File: src/spr_defines.svh
// Purpose: Constants for the stack pointer register pair.
// Assumes: Register addresses are 8 bits in the control register space.
// Notes: Definitions only.
`ifndef SPR_DEFINES_SVH
`define SPR_DEFINES_SVH
`define SPR_ADDR_HIGH 8'hD8
`define SPR_ADDR_LOW 8'hD9
`define SPR_STEP 16'h0001
`define SPR_ZERO_BYTE 8'h00
`define SPR_FULL_BYTE 8'hFF
`define SPR_BYTE_STEP 8'h01
`endif

File: src/spr_pkg.sv
// Purpose: Types for the stack pointer register pair.
// Assumes: Nothing beyond the constants header.
// Notes: Holds the access mode and stack operation types.
package spr_pkg;
  typedef enum logic [1:0] {SPR_MODE_DIRECT, SPR_MODE_INDIRECT, SPR_MODE_INDEXED} spr_mode_t;
  typedef enum logic [1:0] {SPR_OP_NONE, SPR_OP_PUSH, SPR_OP_POP} spr_op_t;
endpackage

File: src/spr_stack_pointer_regs.sv
// Purpose: Stack pointer high and low byte registers with push and pop stepping.
// Assumes: Register port and stack requests are synchronous to i_clock.
// Notes: Contents are not initialised by reset; software loads them.
`timescale 1ns/1ps
`default_nettype none
`include "spr_defines.svh"

module spr_stack_pointer_regs
  import spr_pkg::*;
(
  input wire logic i_clock,
  input wire logic i_rstn,
  input wire logic i_reg_write,
  input wire logic i_reg_read,
  input wire logic [7:0] i_reg_addr,
  input wire spr_mode_t i_reg_mode,
  input wire logic [7:0] i_reg_wdata,
  input wire spr_op_t i_stack_op,
  output logic [7:0] o_reg_rdata,
  output logic o_reg_hit,
  output logic [15:0] o_stack_address,
  output logic o_stack_address_valid,
  output logic [15:0] o_stack_pointer_value
);

  logic [7:0] stack_ptr_high_byte;
  logic [7:0] stack_ptr_low_byte;
  logic [15:0] stack_pointer_value;
  logic [15:0] next_stack_pointer_value;
  logic direct_high;
  logic direct_low;

  function automatic logic selects(input logic [7:0] addr, input spr_mode_t mode,
                                   input logic [7:0] target);
    selects = (addr == target) && (mode == SPR_MODE_DIRECT);
  endfunction

  assign direct_high = selects(i_reg_addr, i_reg_mode, `SPR_ADDR_HIGH);
  assign direct_low = selects(i_reg_addr, i_reg_mode, `SPR_ADDR_LOW);
  assign stack_pointer_value = {stack_ptr_high_byte, stack_ptr_low_byte};

  // A direct register write wins over a stack step in the same cycle for the byte it writes; the other byte still steps.
  always_comb begin
    next_stack_pointer_value = stack_pointer_value;
    case (i_stack_op)
      SPR_OP_PUSH: next_stack_pointer_value = stack_pointer_value - `SPR_STEP;
      SPR_OP_POP: next_stack_pointer_value = stack_pointer_value + `SPR_STEP;
      default: next_stack_pointer_value = stack_pointer_value;
    endcase
  end

  // Reset is deliberately absent: contents stay as they were.
  always_ff @(posedge i_clock) begin
    if (i_reg_write && direct_high) begin
      stack_ptr_high_byte <= i_reg_wdata;
    end else begin
      stack_ptr_high_byte <= next_stack_pointer_value[15:8];
    end
  end

  always_ff @(posedge i_clock) begin
    if (i_reg_write && direct_low) begin
      stack_ptr_low_byte <= i_reg_wdata;
    end else begin
      stack_ptr_low_byte <= next_stack_pointer_value[7:0];
    end
  end

  // Push addresses the decremented pointer; pop addresses the current one.
  always_ff @(posedge i_clock) begin
    if (!i_rstn) begin
      o_stack_address <= {`SPR_ZERO_BYTE, `SPR_ZERO_BYTE};
      o_stack_address_valid <= 1'b0;
    end else begin
      o_stack_address_valid <= (i_stack_op == SPR_OP_PUSH) || (i_stack_op == SPR_OP_POP);
      if (i_stack_op == SPR_OP_PUSH) begin
        o_stack_address <= next_stack_pointer_value;
      end else begin
        o_stack_address <= stack_pointer_value;
      end
    end
  end

  always_ff @(posedge i_clock) begin
    if (!i_rstn) begin
      o_reg_rdata <= `SPR_ZERO_BYTE;
      o_reg_hit <= 1'b0;
    end else begin
      o_reg_hit <= (i_reg_read || i_reg_write) && (direct_high || direct_low);
      if (i_reg_read && direct_high) begin
        o_reg_rdata <= stack_ptr_high_byte;
      end else if (i_reg_read && direct_low) begin
        o_reg_rdata <= stack_ptr_low_byte;
      end else begin
        o_reg_rdata <= `SPR_ZERO_BYTE;
      end
    end
  end

  always_ff @(posedge i_clock) begin
    if (!i_rstn) begin
      o_stack_pointer_value <= {`SPR_ZERO_BYTE, `SPR_ZERO_BYTE};
    end else begin
      o_stack_pointer_value <= stack_pointer_value;
    end
  end

  a_push_decrements: assert property (@(posedge i_clock) disable iff (!i_rstn)
    (i_stack_op == SPR_OP_PUSH && !i_reg_write) |=>
      stack_pointer_value == $past(stack_pointer_value) - `SPR_STEP)
    else $error("Push did not decrement the pointer.");

  a_pop_increments: assert property (@(posedge i_clock) disable iff (!i_rstn)
    (i_stack_op == SPR_OP_POP && !i_reg_write) |=>
      stack_pointer_value == $past(stack_pointer_value) + `SPR_STEP)
    else $error("Pop did not increment the pointer.");

  a_push_address: assert property (@(posedge i_clock) disable iff (!i_rstn)
    (i_stack_op == SPR_OP_PUSH) |=>
      (o_stack_address_valid && o_stack_address == $past(stack_pointer_value) - `SPR_STEP))
    else $error("Push address is not the pointer minus one.");

  a_pop_address: assert property (@(posedge i_clock) disable iff (!i_rstn)
    (i_stack_op == SPR_OP_POP) |=>
      (o_stack_address_valid && o_stack_address == $past(stack_pointer_value)))
    else $error("Pop address is not the current pointer.");

  a_carry_high: assert property (@(posedge i_clock) disable iff (!i_rstn)
    (i_stack_op == SPR_OP_POP && !i_reg_write && stack_ptr_low_byte == `SPR_FULL_BYTE) |=>
      (stack_ptr_low_byte == `SPR_ZERO_BYTE &&
       stack_ptr_high_byte == $past(stack_ptr_high_byte) + `SPR_BYTE_STEP))
    else $error("Low byte overflow did not carry into the high byte.");

  a_write_high: assert property (@(posedge i_clock) disable iff (!i_rstn)
    (i_reg_write && direct_high) |=> stack_ptr_high_byte == $past(i_reg_wdata))
    else $error("High byte write was not stored.");

  a_write_low: assert property (@(posedge i_clock) disable iff (!i_rstn)
    (i_reg_write && direct_low) |=> stack_ptr_low_byte == $past(i_reg_wdata))
    else $error("Low byte write was not stored.");

  a_indirect_ignored: assert property (@(posedge i_clock) disable iff (!i_rstn)
    (i_reg_write && i_reg_mode != SPR_MODE_DIRECT && i_stack_op == SPR_OP_NONE) |=>
      (stack_pointer_value == $past(stack_pointer_value) && !o_reg_hit))
    else $error("Non-direct access reached the stack pointer.");

  a_value_view: assert property (@(posedge i_clock) disable iff (!i_rstn)
    ##1 o_stack_pointer_value == $past({stack_ptr_high_byte, stack_ptr_low_byte}))
    else $error("Visible pointer is not high byte above low byte.");

  a_push_borrow: assert property (@(posedge i_clock) disable iff (!i_rstn)
    (i_stack_op == SPR_OP_PUSH && !i_reg_write && stack_ptr_low_byte == `SPR_ZERO_BYTE) |=>
      (stack_ptr_low_byte == `SPR_FULL_BYTE &&
       stack_ptr_high_byte == $past(stack_ptr_high_byte) - `SPR_BYTE_STEP))
    else $error("Low byte underflow did not borrow from the high byte.");

  // A step that does not wrap the low byte must leave the high byte alone.
  a_push_high_kept: assert property (@(posedge i_clock) disable iff (!i_rstn)
    (i_stack_op == SPR_OP_PUSH && !i_reg_write && stack_ptr_low_byte != `SPR_ZERO_BYTE) |=>
      stack_ptr_high_byte == $past(stack_ptr_high_byte))
    else $error("Push changed the high byte without a borrow.");

  a_pop_high_kept: assert property (@(posedge i_clock) disable iff (!i_rstn)
    (i_stack_op == SPR_OP_POP && !i_reg_write && stack_ptr_low_byte != `SPR_FULL_BYTE) |=>
      stack_ptr_high_byte == $past(stack_ptr_high_byte))
    else $error("Pop changed the high byte without a carry.");

  // Reads return the byte as it stood at the request edge.
  a_read_high: assert property (@(posedge i_clock) disable iff (!i_rstn)
    (i_reg_read && direct_high) |=>
      o_reg_rdata == $past(stack_ptr_high_byte))
    else $error("High byte read returned a wrong value.");

  a_read_low: assert property (@(posedge i_clock) disable iff (!i_rstn)
    (i_reg_read && direct_low) |=>
      o_reg_rdata == $past(stack_ptr_low_byte))
    else $error("Low byte read returned a wrong value.");

  a_write_hit: assert property (@(posedge i_clock) disable iff (!i_rstn)
    (i_reg_write && i_reg_mode == SPR_MODE_DIRECT && i_reg_addr == `SPR_ADDR_HIGH) |=>
      o_reg_hit)
    else $error("Direct write to the high byte was not acknowledged.");

  // Misses answer with zero data and no hit.
  a_read_miss: assert property (@(posedge i_clock) disable iff (!i_rstn)
    (i_reg_read && !i_reg_write && (i_reg_mode != SPR_MODE_DIRECT ||
     (i_reg_addr != `SPR_ADDR_HIGH && i_reg_addr != `SPR_ADDR_LOW))) |=>
      (o_reg_rdata == `SPR_ZERO_BYTE && !o_reg_hit))
    else $error("Missed read did not answer with zero.");

  // Without a step or a write the pointer must hold.
  a_idle_kept: assert property (@(posedge i_clock) disable iff (!i_rstn)
    (i_stack_op == SPR_OP_NONE && !i_reg_write) |=>
      $stable(stack_pointer_value))
    else $error("Pointer moved without a stack step.");

  a_valid_idle: assert property (@(posedge i_clock) disable iff (!i_rstn)
    (i_stack_op == SPR_OP_NONE) |=>
      !o_stack_address_valid)
    else $error("Stack address marked valid without a step.");

  a_high_write_alone: assert property (@(posedge i_clock) disable iff (!i_rstn)
    (i_reg_write && direct_high && i_stack_op == SPR_OP_NONE) |=>
      stack_ptr_low_byte == $past(stack_ptr_low_byte))
    else $error("High byte write disturbed the low byte.");

  // A push right after a low byte write must step from the written value.
  a_write_then_push: assert property (@(posedge i_clock) disable iff (!i_rstn)
    (i_reg_write && direct_low && i_stack_op == SPR_OP_NONE) ##1
      (i_stack_op == SPR_OP_PUSH && !i_reg_write) |=>
      o_stack_address[7:0] == $past(i_reg_wdata, 2) - `SPR_BYTE_STEP)
    else $error("Push did not use the freshly written low byte.");

endmodule
`default_nettype wire

File: config.mk
export PLATFORM = sky130hd
export DESIGN_NAME = spr_stack_pointer_regs
export DESIGN_NICKNAME = d
export VERILOG_FILES = /design/src/spr_pkg.sv /design/src/spr_stack_pointer_regs.sv
export VERILOG_INCLUDE_DIRS = /design/src /design/src/src
export SDC_FILE = /design/constraint.sdc
export NUM_CORES = 1
export LEC_CHECK = 0
export ABC_AREA = 1
export ABC_CLOCK_PERIOD_IN_PS = 3200
export BUFFER_PORTS_ARGS = -buffer_cell sky130_fd_sc_hd__buf_4
export CORE_UTILIZATION = 35
export CTS_CLUSTER_DIAMETER = 60
export CTS_CLUSTER_SIZE = 8
export DETAILED_ROUTE_END_ITERATION = 10
export PLACE_DENSITY_LB_ADDON = 0.05
export SLEW_MARGIN = 25
export SYNTH_ARGS = -nofsm -noshare
export SYNTH_HDL_FRONTEND = slang
export SYNTH_SLANG_ARGS = --single-unit
File: constraint.sdc
create_clock -name i_clock -period 3.2 [get_ports i_clock]
set_input_delay 0 -clock i_clock [delete_from_list [all_inputs] [get_ports i_clock]]
set_output_delay 0 -clock i_clock [all_outputs]
set_load 0.1 [all_outputs]
# ---- Yosys cells after proc, flatten, opt, wreduce, memory -nomap -nowiden
# Index checks and enable logic that the tools add are counted.
dict set report totals {
  ff_bits 58
  inputBits 24
  out_inout_bits 42
}
dict set report classes {
  addsub 2
  n_eq_ne 4
  mux 6
  n_reduce_logical 11
}
# op n
set op_table {}
lappend op_table {{8-bit 2-to-1 mux} 4}
lappend op_table {{16-bit one-hot mux with 2 select lines} 1}
lappend op_table {{16-bit by 1-bit adder with 16-bit output, second input constant} 1}
lappend op_table {{8-bit == test, second input constant} 2}
lappend op_table {{16-bit 2-to-1 mux} 1}
lappend op_table {{16-bit by 1-bit subtractor with 16-bit output, second input constant} 1}
lappend op_table {{1-bit logical AND} 7}
lappend op_table {{1-bit logical OR} 3}
lappend op_table {{2-bit by 1-bit == test with 1-bit output, second input constant} 1}
lappend op_table {{2-bit == test, second input constant} 1}
lappend op_table {{2-bit logical NOT} 1}

# ---- Longest topological paths before layout
dict set report logic_depth {
  word_depth 5
  mapped_depth 16
}

# ---- Worst setup path before layout
# OpenSTA, ideal clock, no wires.
dict set report synth_path {
  path_kind {input port to flip-flop}
  from {input i_stack_op[0]}
  to {register o_stack_address[5]}
  setup_ns 0.115
  t_arrival_ns 1.772
  slack_ns 1.313
  path_stages 13
  cell_sequence {inv_1 > ha_1 > inv_1 > ha_1 > nand2_1 > inv_1 > nand3_1 > nand2_1 > or2_2 > nand3_1 > o21ai_0 > o21ai_0 > inv_1}
}
dict set report synth_between {
  elab_chain_cells 3
  word_cells_on_any_way 4
  cone_classes {eq/ne (2); mux (2)}
}
# element line
set synth_lines {}
lappend synth_lines {{start: declaration} spr_stack_pointer_regs.sv:18} ;# input wire spr_op_t i_stack_op,
lappend synth_lines {{2-bit == test / 2-bit by 1-bit == test with 1-bit output (equally long branches)} {spr_stack_pointer_regs.sv:45, spr_stack_pointer_regs.sv:76}}
lappend synth_lines {{16-bit one-hot mux with 2 select lines} spr_stack_pointer_regs.sv:45} ;# case (i_stack_op)
lappend synth_lines {{16-bit 2-to-1 mux *} spr_stack_pointer_regs.sv:76} ;# if (i_stack_op == SPR_OP_PUSH) begin
lappend synth_lines {{end signal: assignment} spr_stack_pointer_regs.sv:72} ;# o_stack_address <= {`SPR_ZERO_BYTE, `SPR_ZERO_BYTE};
lappend synth_lines {{end signal: assignment} spr_stack_pointer_regs.sv:77} ;# o_stack_address <= next_stack_pointer_value;
lappend synth_lines {{end signal: assignment} spr_stack_pointer_regs.sv:79} ;# o_stack_address <= stack_pointer_value;
lappend synth_lines {{end: declaration} spr_stack_pointer_regs.sv:21} ;# output logic [15:0] o_stack_address,
# Every way passes the cells marked *; elsewhere a longest branch is shown, timed or not.
# A chain may end at the register's enable or synchronous reset.

# ---- Final worst setup path
dict set report layout_path {
  from {register stack_ptr_low_byte[0]}
  to {register o_stack_address[12]}
}
dict set report layout_between {
  elab_chain_cells 3
  word_cells_on_any_way 4
  cone_classes {add/sub (2); mux (2)}
}
# element line
set layout_lines {}
lappend layout_lines {{start: declaration} spr_stack_pointer_regs.sv:27} ;# logic [7:0] stack_ptr_low_byte;
lappend layout_lines {{start signal: assignment} spr_stack_pointer_regs.sv:63} ;# stack_ptr_low_byte <= i_reg_wdata;
lappend layout_lines {{start signal: assignment} spr_stack_pointer_regs.sv:65} ;# stack_ptr_low_byte <= next_stack_pointer_value[7:0];
lappend layout_lines {{16-bit by 1-bit adder with 16-bit output (no source line) / 16-bit by 1-bit subtractor with 16-bit output (equally long branches)} --}
lappend layout_lines {{16-bit one-hot mux with 2 select lines *} spr_stack_pointer_regs.sv:45}
lappend layout_lines {{16-bit 2-to-1 mux *} spr_stack_pointer_regs.sv:76}
# Marks and branches as above.

==> flow_summary.json <==
{
  "cp_cell_sequence": "inv_1, fa_1, inv_1, nand3_1, nand3_1, nand3_1, nand4_1, nand2_1, nand2_1, nand3_1, nand2_1, inv_1",
  "clock_tree.root_cell": "clkbuf_8",
  "clk_pin_slew_ns": 0.07,
  "num_vias": 3154,
  "drc": 1,
  "peakVddDrop_mv": 0.312,
  "drive_gt1_share_pct": 17.2,
  "synth_cell_type_count": 31,
  "end_kind": "flop",
  "cp_slowest_cell": "fa_1",
  "place_congestion": 0.893,
  "finalHoldViolCount": 0,
  "vias_per_cell": 4.65,
  "clock-sinks": 58,
  "slew_viol_final": 0,
  "cts_buffers": 9,
  "ys_ff_latch": 58,
  "cts_tree": "yes",
  "clock_latency_ns": 0.33,
  "fill_cells": 978,
  "postRouteAntennaNets": 0,
  "start_util_pct": 36.6,
  "critical_path_required_ns": 3.43,
  "async_flop_share_pct": 0,
  "wl_per_cell_um": 13.0,
  "antenna_cells": 0,
  "syn_area_sq_um": 3240,
  "die_area_sq_um": 9640,
  "worst_pin_slew_ns": 0.772,
  "seqCellArea_sq_um": 1160,
  "dpl.cell_count": 655,
  "ys_top_cells_by_area": "dfxtp_1 36%, nand2_1 17%, inv_1 12%",
  "yosysTopAreaCell": "dfxtp_1",
  "setup_ws_ns": 1.05,
  "hold_class": "input port to flop",
  "rows": 34,
  "drv_cap": 0,
  "fp.coreArea_sq_um": 8850,
  "cp_max_fo": 4,
  "slew-limit-headroom_pct": 48.5,
  "area_delta_synth_final_pct": 25.6,
  "fp.dieW_um": 98.2,
  "synth_ff_type": "dfxtp_1",
  "stdcell_count": 679,
  "grt_pass1_wl_mm": 14.7,
  "synth_nets": 535,
  "grt_antenna_before_repair": 0,
  "multi_input_area_sq_um": 1640,
  "synth_top_area_share_pct": 35.9,
  "max_freq_ghz": 0.466,
  "grt_use_total_pct": 19.3,
  "fin_setup_tns_ns": 0,
  "grt_max_degree": 26,
  "nets": 609,
  "place.port_buffers": 65,
  "top_level_ports": 66,
  "routed_wl_mm": 8.82,
  "slowest_delay_ns": 0.48,
  "path_class": "flop to flop",
  "overflow": 0,
  "dr.pass1.iters": 9,
  "ys_seq_area_share_pct": 35.9,
  "synth-edff-count": 0,
  "drt_iter0_markers": 140,
  "ctsResizeCount": 0,
  "grt_pass1_vias": 2978,
  "p_leak_nw": 2.34,
  "setup_viol": 0,
  "worstPathArrival_ns": 2.38,
  "cpMostUsedCell": "nand3_1",
  "outcome": "complete, but fails checks",
  "dpl.hpwl_mm": 6.96,
  "dieHeight_um": 98.2,
  "avgSynthCellArea_sq_um": 6.58,
  "pre_cts_ws_ns": 0.692,
  "cts_max_level": 3,
  "yosys_warnings": 0,
  "p_total_w": 0.00434,
  "cts_setup_buffers": 0,
  "period_share_pct": 67.1,
  "netlist_instances": 492,
  "violations": "DRC",
  "path_buf_inv": 3,
  "p_per_area_nw_per_um2": 1070,
  "cpLargestDelayFamily": "simple AND/OR/NAND/NOR gates",
  "worst_setup_path_start_kind": "flop",
  "post-route-min-period_ns": 2.15,
  "finClkSkew_ns": 0.00692,
  "rsz0062_at_grt": "no",
  "clockBufferDepth": 2
}
[layout make-up]
class | count | area share [%]
timing repair buffer | 74 | 14.2
clock inverter | 5 | 0.738
sequential | 58 | 28.6
tap | 108 | 3.32
multi-input combinational | 320 | 40.2
clock buffer | 11 | 3.48
inverter | 103 | 9.51
[repair_timing]
item	CTS	global route
hold buffers	8	0
hold endpoints to repair	16	0
setup endpoints to repair	0	0
[cell usage after synthesis (2+ instances only)]
library cell and number:
a21oi_1 20, buf_1 2, buf_2 4, clkbuf_1 4, clkinv_1 2, dfxtp_1 58, ha_1 18, inv_1 101
mux2_2 3, nand2_1 146, nand2_2 2, nand3_1 47, nand4_1 2, nor2_1 28, nor3_1 4, o211ai_1 2
o21ai_0 28, o21ai_2 5, o22ai_1 2, or2_2 3
[cells in the final DEF, fill, tap and decap left out, drive strengths merged]
cell / Yosys / final
a21oi: 20 / 20
and2: 1 / 1
buf: 7 / 66
clkbuf: 4 / 11
clkinv: 2 / 5
clkinvlp: 0 / 2
dfxtp: 58 / 58
dlygate4sd3: 0 / 8
fa: 1 / 1
ha: 18 / 18
inv: 101 / 101
mux2: 3 / 3
nand2: 148 / 148
nand3: 48 / 48
nand3b: 1 / 1
nand4: 2 / 2
nor2: 29 / 29
nor3: 5 / 5
nor4b: 1 / 1
o211ai: 2 / 2
o21ai: 33 / 33
o22ai: 2 / 2
or2: 4 / 4
xnor2: 1 / 1
xor2: 1 / 1
[report_power, final]
part / switching (W) / internal, W / leakage (nW)
sequential: 0.000201 / 0.000948 / 0.482
combinational: 0.00187 / 0.000734 / 1.77
clock: 0.000294 / 0.000298 / 0.0851
[sequential cells by signal (all words and copies together), names as in the netlist]
register               cells
o_stack_address_valid      1
o_stack_address           16
o_stack_pointer_value     16
o_reg_rdata                8
o_reg_hit                  1
stack_ptr_high_byte        8
stack_ptr_low_byte         8
[cells by family (layout without fill, tap and decap cells)]
| group | count (synthesis) | count (layout) | synth area share, % |
|---|---|---|---|
| adders and majority gates | 19 | 19 | 7.57 |
| AOI/OAI and AO/OA | 57 | 57 | 9.62 |
| muxes | 3 | 3 | 1.04 |
| and+or+nand+nor | 239 | 239 | 31.8 |
| buffers and inverters | 114 | 193 | 13.6 |
| DFF | 58 | 58 | 35.9 |
| xor gates and xnor gates | 2 | 2 | 0.541 |
[routing by layer]
layer / routed length, um / track usage, % / part of all wire (%)
met4: 114 / 5.28 / 1.3
met2: 3980 / 31.7 / 45
met1: 4390 / 26.4 / 50
met5: 0 / 0 / 0
met3: 325 / 2.93 / 3.7
[path summary, 6_finish.rpt]
path	startpoint	to	slack (ns)	depth (start not counted)
hold reg to reg	stack_ptr_low_byte[6]$_DFF_P_	o_stack_pointer_value[6]$_SDFF_PN0_	0.51	2
setup reg to reg	stack_ptr_low_byte[0]$_DFF_P_	o_stack_address[12]$_SDFF_PN0_	1.05	12
setup / recovery	stack_ptr_low_byte[0]$_DFF_P_	o_stack_address[12]$_SDFF_PN0_	1.05	12
hold / removal	i_rstn	o_stack_pointer_value[7]$_SDFF_PN0_	0.02	3
[worst reg2reg max path, delay by kind of cell (launching register included)]
kind / cells / cell delay, ns
adder cells (fa/ha/maj): 1 / 0.48
buffers and inverters: 3 / 0.28
AND/OR/NAND/NOR: 8 / 0.84
flip-flops: 1 / 0.43
[metrics by stage]
step | instance area (sq um) | hold slack [ns] | utilization (%)
global route | 4070 | 0.0276 | 46.0
finish | 4070 | 0.0157 | 46.0
detailed placement | 3810 | 0.231 | 43.1
global placement | 3810 | 0.230 | 43.1
floorplan | 3240 | 0.110 | -
CTS | 4070 | 0.00759 | 46.0
Power figures use the tool's default switching activity.
